===== config.mk =====
export PLATFORM = sky130hd
export DESIGN_NAME = low_power_wait_stop_control
export DESIGN_NICKNAME = d
export VERILOG_FILES = /design/src/inc/lp_ctrl_pkg.sv /design/src/verilog/wake_request.sv /design/src/verilog/settle_counter.sv /design/src/verilog/low_power_wait_stop_control.sv
export SDC_FILE = /design/constraint.sdc
export NUM_CORES = 1
export LEC_CHECK = 0
export BUFFER_PORTS_ARGS = -buffer_cell sky130_fd_sc_hd__buf_2
export CORE_MARGIN = 1.5
export CORE_UTILIZATION = 34
export DETAILED_ROUTE_END_ITERATION = 12
export MAX_ROUTING_LAYER = met4
export SETUP_SLACK_MARGIN = 0.5
export SYNTH_ARGS = -nofsm -noshare
export SYNTH_HDL_FRONTEND = slang
export SYNTH_HIERARCHICAL = 1
export SYNTH_SLANG_ARGS = --single-unit

===== constraint.sdc =====
create_clock -name clk -period 2.7 [get_ports clk]
set_clock_uncertainty 0.2 [all_clocks]
set_input_delay 0.675 -clock clk [delete_from_list [all_inputs] [get_ports clk]]
set_output_delay 0.675 -clock clk [all_outputs]
set_load 0.03 [all_outputs]

===== src/inc/lp_ctrl_pkg.sv =====
package lp_ctrl_pkg;
   // ----------------------------------------
   // Interrupt option register layout
   // ----------------------------------------
   localparam logic [7:0] INT_OPT_ADDR = 8'hc8;
   localparam int GLOBAL_EN_BIT = 4;
   localparam logic [7:0] INT_OPT_RESET = 8'h00;
   // ----------------------------------------
   // Timing and source count
   // ----------------------------------------
   localparam int CLK_MHZ = 50;
   localparam int OSC_SETTLE_CYCLES = 64;
   localparam int NUM_SOURCES = 5;

   typedef enum logic [1:0] {
      ST_RUN = 2'b00,
      ST_IDLE = 2'b01,
      ST_STOP = 2'b10,
      ST_SETTLE = 2'b11
   } pm_state_e;

   typedef enum logic [1:0] {
      CTX_MAIN = 2'b00,
      CTX_MASKABLE = 2'b01,
      CTX_NMI = 2'b10
   } core_ctx_e;

   typedef enum logic [1:0] {
      EXIT_NONE = 2'b00,
      EXIT_SERVICE = 2'b01,
      EXIT_RESUME = 2'b10,
      EXIT_NMI_THEN_RESUME = 2'b11
   } exit_action_e;
endpackage


===== src/verilog/wake_request.sv =====
`timescale 1ns/1ps
`default_nettype none
module wake_request #(
   parameter int N = 5
) (
   input wire logic clk,
   input wire logic rst,
   input wire logic [N-1:0] irq_req,
   input wire logic [N-1:0] irq_en,
   input wire logic nmi_req,
   input wire logic global_interrupt_enable,
   output logic wake,
   output logic maskable_pending,
   output logic nmi_wake
);
   logic [N-1:0] gated;
   logic unused_clk;

   assign unused_clk = clk ^ rst;

   // ----------------------------------------
   // Per-source gating
   // ----------------------------------------
   genvar i;
   generate
      for (i = 0; i < N; i++) begin : g_src
         assign gated[i] = irq_req[i] & irq_en[i];
      end
   endgenerate

   // Global enable gates the non-maskable line too, for wake purposes only
   assign maskable_pending = global_interrupt_enable & (|gated);
   assign nmi_wake = global_interrupt_enable & nmi_req;
   assign wake = maskable_pending | nmi_wake;
endmodule // wake_request
`default_nettype wire


===== src/verilog/settle_counter.sv =====
`timescale 1ns/1ps
`default_nettype none
module settle_counter #(
   parameter int COUNT = 64
) (
   input wire logic clk,
   input wire logic rst,
   input wire logic start,
   output logic done
);
   localparam int W = $clog2(COUNT + 1);
   logic [W-1:0] cnt_ff;
   logic [W-1:0] nxt_cnt;
   logic busy_ff;
   logic nxt_busy;

   always_comb begin
      nxt_cnt = cnt_ff;
      nxt_busy = busy_ff;
      if (start) begin
         nxt_cnt = W'(COUNT - 1);
         nxt_busy = 1'b1;
      end else if (busy_ff) begin
         if (cnt_ff == '0) begin
            nxt_busy = 1'b0;
         end else begin
            nxt_cnt = cnt_ff - 1'b1;
         end
      end
   end

   always_ff @(posedge clk) begin
      if (rst) begin
         cnt_ff <= '0;
         busy_ff <= 1'b0;
      end else begin
         cnt_ff <= nxt_cnt;
         busy_ff <= nxt_busy;
      end
   end

   assign done = busy_ff && (cnt_ff == '0) && !start;
endmodule // settle_counter
`default_nettype wire


===== src/verilog/low_power_wait_stop_control.sv =====
// Summary of operation
// - Idle instruction freezes core, keeps state
// - Idle keeps oscillator and peripheral clocks
// - Enabled peripheral interrupt ends idle
// - Idle exit has no settle delay
// - Pin or watchdog reset aborts idle
// - Stop halts oscillator, waits interrupt/reset
// - Stop exit by interrupt waits oscillator settle delay
// - Pin reset ends stop state
// - Active watchdog turns stop into idle
// - Main context: service interrupt, then continue
// - NMI context: wake, continue, no service
// - Maskable context, maskable wake: resume routine
// - Maskable context, NMI-only wake: NMI first
// - Wake leaves oscillator selection unchanged
// - Global enable low: only reset restarts
// - Pending enabled request cancels mode instruction
// - Write-only global enable in option register
`timescale 1ns/1ps
`default_nettype none
module low_power_wait_stop_control
   import lp_ctrl_pkg::*;
#(
   parameter int N_SRC = lp_ctrl_pkg::NUM_SOURCES,
   parameter int SETTLE = lp_ctrl_pkg::OSC_SETTLE_CYCLES
) (
   input wire logic clk,
   input wire logic rst,
   input wire logic ext_reset_pin,
   input wire logic wdg_reset,
   input wire logic wdg_active,
   input wire logic wait_instr,
   input wire logic stop_instr,
   input wire lp_ctrl_pkg::core_ctx_e core_ctx,
   input wire logic [N_SRC-1:0] irq_req,
   input wire logic [N_SRC-1:0] irq_en,
   input wire logic nmi_req,
   input wire logic opt_wr,
   input wire logic [7:0] opt_addr,
   input wire logic [7:0] opt_wdata,
   input wire logic osc_sel_in,
   output logic core_halt,
   output logic osc_enable,
   output logic periph_clk_en,
   output logic core_reset,
   output logic resume_pulse,
   output lp_ctrl_pkg::exit_action_e exit_action,
   output logic global_interrupt_enable,
   output logic osc_sel,
   output lp_ctrl_pkg::pm_state_e pm_state
);
   import lp_ctrl_pkg::*;

   // ----------------------------------------
   // Pin synchronisers
   // ----------------------------------------
   logic [1:0] pin_sync_ff;
   logic [1:0] nmi_sync_ff;
   logic [N_SRC-1:0] irq_sync1_ff;
   logic [N_SRC-1:0] irq_sync2_ff;
   logic pin_rst;
   logic nmi_s;

   always_ff @(posedge clk) begin
      pin_sync_ff <= {pin_sync_ff[0], ext_reset_pin};
      nmi_sync_ff <= {nmi_sync_ff[0], nmi_req};
      irq_sync1_ff <= irq_req;
      irq_sync2_ff <= irq_sync1_ff;
   end

   assign pin_rst = pin_sync_ff[1];
   assign nmi_s = nmi_sync_ff[1];

   // ----------------------------------------
   // Interrupt option register (write only)
   // ----------------------------------------
   logic gen_ff;
   logic nxt_gen;

   always_comb begin
      nxt_gen = gen_ff;
      if (opt_wr && opt_addr == INT_OPT_ADDR) begin
         nxt_gen = opt_wdata[GLOBAL_EN_BIT];
      end
   end

   // ----------------------------------------
   // Wake logic and settle counter
   // ----------------------------------------
   logic wake;
   logic mask_pend;
   logic nmi_wake;
   logic settle_start;
   logic settle_done;
   logic any_reset;

   assign any_reset = rst | pin_rst | wdg_reset;

   wake_request #(
      .N(N_SRC)
   ) u_wake (
      .clk(clk),
      .rst(any_reset),
      .irq_req(irq_sync2_ff),
      .irq_en(irq_en),
      .nmi_req(nmi_s),
      .global_interrupt_enable(gen_ff),
      .wake(wake),
      .maskable_pending(mask_pend),
      .nmi_wake(nmi_wake)
   );

   settle_counter #(
      .COUNT(SETTLE)
   ) u_settle (
      .clk(clk),
      .rst(any_reset),
      .start(settle_start),
      .done(settle_done)
   );

   // ----------------------------------------
   // Power state machine
   // ----------------------------------------
   pm_state_e state_ff;
   pm_state_e nxt_state;
   core_ctx_e ctx_ff;
   core_ctx_e nxt_ctx;
   logic nmi_woke_ff;
   logic nxt_nmi_woke;
   logic resume_ff;
   logic nxt_resume;
   exit_action_e action_ff;
   exit_action_e nxt_action;
   logic rst_out_ff;
   logic osc_sel_ff;
   logic nxt_osc_sel;

   function automatic exit_action_e pick_exit(input core_ctx_e c, input logic by_nmi);
      exit_action_e a;
      a = EXIT_SERVICE;
      if (c == CTX_NMI) begin
         a = EXIT_RESUME;
      end else if (c == CTX_MASKABLE) begin
         a = by_nmi ? EXIT_NMI_THEN_RESUME : EXIT_RESUME;
      end
      return a;
   endfunction

   always_comb begin
      nxt_state = state_ff;
      nxt_ctx = ctx_ff;
      nxt_nmi_woke = nmi_woke_ff;
      nxt_resume = 1'b0;
      nxt_action = action_ff;
      nxt_osc_sel = osc_sel_ff;
      settle_start = 1'b0;
      unique case (state_ff)
         ST_RUN: begin
            nxt_osc_sel = osc_sel_in;
            // Any enabled request at the instruction cancels it
            if ((wait_instr || stop_instr) && !wake) begin
               nxt_ctx = core_ctx;
               nxt_action = EXIT_NONE;
               if (stop_instr && !wdg_active) begin
                  nxt_state = ST_STOP;
               end else begin
                  nxt_state = ST_IDLE;
               end
            end
         end
         ST_IDLE: begin
            // Clock runs, so resume without any settle delay
            if (wake) begin
               nxt_state = ST_RUN;
               nxt_resume = 1'b1;
               nxt_action = pick_exit(ctx_ff, nmi_wake && !mask_pend);
            end
         end
         ST_STOP: begin
            if (wake) begin
               nxt_nmi_woke = nmi_wake && !mask_pend;
               settle_start = 1'b1;
               nxt_state = ST_SETTLE;
            end
         end
         ST_SETTLE: begin
            if (settle_done) begin
               nxt_state = ST_RUN;
               nxt_resume = 1'b1;
               nxt_action = pick_exit(ctx_ff, nmi_woke_ff);
            end
         end
      endcase
   end

   always_ff @(posedge clk) begin
      // Pin and watchdog resets abort idle and stop alike
      if (any_reset) begin
         state_ff <= ST_RUN;
         ctx_ff <= CTX_MAIN;
         nmi_woke_ff <= 1'b0;
         resume_ff <= 1'b0;
         action_ff <= EXIT_NONE;
         gen_ff <= 1'b0;
         osc_sel_ff <= 1'b0;
      end else begin
         state_ff <= nxt_state;
         ctx_ff <= nxt_ctx;
         nmi_woke_ff <= nxt_nmi_woke;
         resume_ff <= nxt_resume;
         action_ff <= nxt_action;
         gen_ff <= nxt_gen;
         osc_sel_ff <= nxt_osc_sel;
      end
   end

   always_ff @(posedge clk) begin
      if (rst) begin
         rst_out_ff <= 1'b1;
      end else begin
         rst_out_ff <= pin_rst | wdg_reset;
      end
   end

   // ----------------------------------------
   // Outputs
   // ----------------------------------------
   logic halt_ff;
   logic osc_en_ff;
   logic pclk_ff;

   always_ff @(posedge clk) begin
      if (rst) begin
         halt_ff <= 1'b0;
         osc_en_ff <= 1'b1;
         pclk_ff <= 1'b1;
      end else begin
         halt_ff <= (nxt_state != ST_RUN) && !(pin_rst | wdg_reset);
         osc_en_ff <= (nxt_state != ST_STOP) || pin_rst || wdg_reset;
         pclk_ff <= (nxt_state == ST_RUN) || (nxt_state == ST_IDLE) || pin_rst
            || wdg_reset;
      end
   end

   assign core_halt = halt_ff;
   assign osc_enable = osc_en_ff;
   assign periph_clk_en = pclk_ff;
   assign core_reset = rst_out_ff;
   assign resume_pulse = resume_ff;
   assign exit_action = action_ff;
   assign global_interrupt_enable = gen_ff;
   assign osc_sel = osc_sel_ff;
   assign pm_state = state_ff;
endmodule // low_power_wait_stop_control
`default_nettype wire


==> impl_metrics.toml <==
[global_routing]
antenna_violations_before_repair = 0
overall_global_routing_usage_pct = 14.8
grt_overflow = 0
largest_net_degree_at_the_start_of_global_routing = 17
via_count_of_the_first_global_routing_pass = 1208
grt_first_pass_wirelength_mm = 4.93

[clocking]
cts_inserted_buffers = 5
cts_max_path_buffers = 2
tritoncts_num_sinks = 36
latest_clock_arrival_within_the_worst_skew_pair_ns = 0.28
clk_pin_slew_worst_paths_ns = 0.07
cts.root.buffer_cell = "sky130_fd_sc_hd__clkbuf_8"
cts_tree = "yes"
depth_of_the_cts_h_tree = 2

[yosys]
synth_ff_type = "sky130_fd_sc_hd__dfxtp_1"
yosys.area.top_type = "sky130_fd_sc_hd__dfxtp_1"
synth_largest_type_area_fraction_pct = 51.1
yosys_warnings = 6
syn-mean-instance-area_um2 = 10.1
synth-async-reset-ratio_pct = 0
synthMuxAreaShare_pct = 3.81
synth_area_leaders = "sky130_fd_sc_hd__dfxtp_1, sky130_fd_sc_hd__a21oi_1, sky130_fd_sc_hd__ha_1"
fraction_of_the_mapped_netlist_area_in_adder_cells_pct = 3.55
synth.top_cells.by_count = "sky130_fd_sc_hd__dfxtp_1, sky130_fd_sc_hd__a21oi_1, sky130_fd_sc_hd__inv_1, sky130_fd_sc_hd__nand2_1"
post_synthesis_register_bit_count = 36
synth_cell_type_count = 43
synthesis.instances = 140
synth.most_common_cell = "sky130_fd_sc_hd__dfxtp_1"
synth_top_family_by_area = "simple AND/OR/NAND/NOR gates"
synth.yosys.seq_area_share_pct = 51.1
synth.cell_area_um2 = 1410
synth_nets = 182
synth_simple_gate_area_share_pct = 19.6
synth_xor_area_share_pct = 0
number_of_enable_flip_flop_cells_after_synthesis = 0
synth-compound-area-share_pct = 17.7

[placement]
place_congestion = 0.801
io_buffers = 41
total_half_perimeter_wirelength_after_legalization_and_detailed_placement_mm = 2.16
dp_cells = 236
place_area_um2 = 1750

[floorplanning]
ios = 49
dieArea_um2 = 4550
initial_core_util_pct = 35.3
placement_rows = 23
floorplan.die.width_um = 67.4
core_area_um2 = 4000
die_y_um = 67.4

[timing]
slew_violations = 0
finalSetupTns_ns = 0
grt_setup_unrepaired = "true"
tightest_slew_ns = 0.535
min_period_over_period_pct = 85.3
maxClockFrequency_mhz = 434
finalHoldViolations = 0
finalHoldWorstSlack_ns = 0.128
finalWorstPathRequiredPeriod_ns = 2.30
setup_viol_count_final = 0
slew_headroom_pct = 64.3

[worst_setup_path]
worst_setup_path_end_kind = "flop"
cp.arrival_ns = 2.28
crit_path_start_kind = "primary input"
worstSetupPathType = "in2reg"
timing.critical_path.required_ns = 2.68
cp_max_fo = 3

[routing]
drt_first_pass_iters = 4
antenna_left = 0
routedWlPerCell_um = 12.4
route.detailed.drc = 0
final_wl_mm = 3.06
vias_per_cell = 4.98
number_of_drc_markers_in_iteration_0 = 47
vias = 1231

[finish]
share_of_post_route_cells_with_drive_strength_above_1_pct = 41.1
layout.cell_area.non_filler_um2 = 1920
num_antenna_cells = 0
nNetsFinal = 239
syn2layout_area_growth_pct = 36.0
num-fill-cells = 381
finish.cell_count_without_fillers = 247

[min_path]
min_delay_worst_type = "reg2reg"

[flow_run]
max_cap_violations = 0

[outcome]
run_status = "finished clean"

[pwr]
power.density_nw_per_um2 = 533
finalPower_w = 0.00102
vdd.ir_drop.worst_mv = 0.288
static-leakage-power_nw = 0.818
worst max-delay path, cell delays in order:
cell	delay, ns
sky130_fd_sc_hd__buf_6	0.09
sky130_fd_sc_hd__a222oi_1	0.31
sky130_fd_sc_hd__buf_4	0.19
sky130_fd_sc_hd__a31oi_4	0.09
sky130_fd_sc_hd__nand2_2	0.12
sky130_fd_sc_hd__nor2_4	0.05
sky130_fd_sc_hd__inv_4	0.07
sky130_fd_sc_hd__and4_4	0.21
sky130_fd_sc_hd__buf_4	0.10
sky130_fd_sc_hd__a21bo_2	0.16
sky130_fd_sc_hd__a21oi_4	0.07
sky130_fd_sc_hd__buf_4	0.14
per-stage QoR:
stage                     util (%)  worst slack (ns)
after global routing          48.0             0.366
after floorplan                  -            0.0585
after global placement        43.6          -0.00130
after detailed placement      43.6            0.0187
after CTS                     47.2             0.427
final                         48.0             0.397
registers in the layout (all words and copies together), names as in the netlist, 2 cells and up:
| signal | count |
|---|---|
| ctx_ff | 2 |
| exit_action | 2 |
| irq_sync1_ff | 5 |
| irq_sync2_ff | 5 |
| nmi_sync_ff | 2 |
| pin_sync_ff | 2 |
| pm_state | 2 |
| u_settle/cnt_ff | 7 |
kinds of logic (layout without fill, tap and decap cells):
| logic type | Yosys count | after routing |
|---|---|---|
| adders and majority gates | 4 | 4 |
| buffers and inverters | 14 | 71 |
| and+or+nand+nor | 44 | 44 |
| muxes | 5 | 5 |
| DFF | 36 | 36 |
| AOI/OAI and AO/OA | 37 | 37 |
cell usage in the layout, fill, tap and decap left out, types with 3 or more instances in the layout:
cell / instances
sky130_fd_sc_hd__a21oi_1: 10
sky130_fd_sc_hd__or4_1: 3
sky130_fd_sc_hd__o21ai_0: 5
sky130_fd_sc_hd__nor3_1: 3
sky130_fd_sc_hd__buf_2: 40
sky130_fd_sc_hd__nor2_1: 6
sky130_fd_sc_hd__inv_1: 8
sky130_fd_sc_hd__dfxtp_1: 36
sky130_fd_sc_hd__nand3_1: 3
sky130_fd_sc_hd__nand2_1: 7
sky130_fd_sc_hd__ha_1: 4
sky130_fd_sc_hd__buf_4: 12
sky130_fd_sc_hd__clkbuf_8: 7
layout make-up:
type / instances / area, um2 / area share, %
Sequential cell: 36 / 721 / 37.5
Tap cell: 50 / 62.6 / 3.26
Multi-Input combinational cell: 90 / 687 / 35.8
Timing Repair Buffer: 54 / 313 / 16.3
Clock buffer: 7 / 96.3 / 5.02
Inverter: 10 / 40.0 / 2.09
worst paths after layout:
kind | startpoint | to | slack, ns | depth (start not counted)
setup reg to reg | u_settle/cnt_ff[0] | exit_action[1] | 0.54 | 8
setup / recovery | irq_en[0] | pm_state[1] | 0.40 | 12
hold reg to reg | irq_sync1_ff[1] | irq_sync2_ff[1] | 0.13 | 0
hold / removal | irq_sync1_ff[1] | irq_sync2_ff[1] | 0.13 | 0
metal layers:
| layer | track usage (%) | vias to the layer above | routed length, um |
|---|---|---|---|
| li1 | - | 632 | - |
| met1 | 16.2 | 560 | 1370 |
| met2 | 24.1 | 35 | 1520 |
| met3 | 5.83 | 4 | 162 |
| met4 | 5.61 | 0 | 17 |
| met5 | - | - | 0 |
repair_timing:
item / 4_1_cts / 5_1_grt
endpoints found under the setup margin: 7 / 9
pin swaps: 5 / 5
hold buffers: 0 / 0
setup buffers: 1 / 3
resized for setup: 8 / 4
power breakdown:
part | internal (W) | leakage (nW) | total [W] | switching, W
logic | 0.0000353 | 0.472 | 0.0000687 | 0.0000335
clock network | 0.000227 | 0.0503 | 0.000403 | 0.000176
registers | 0.000546 | 0.296 | 0.000552 | 0.00000646
total | 0.000808 | 0.818 | 0.00102 | 0.000216
Power figures use the tool's default switching activity.
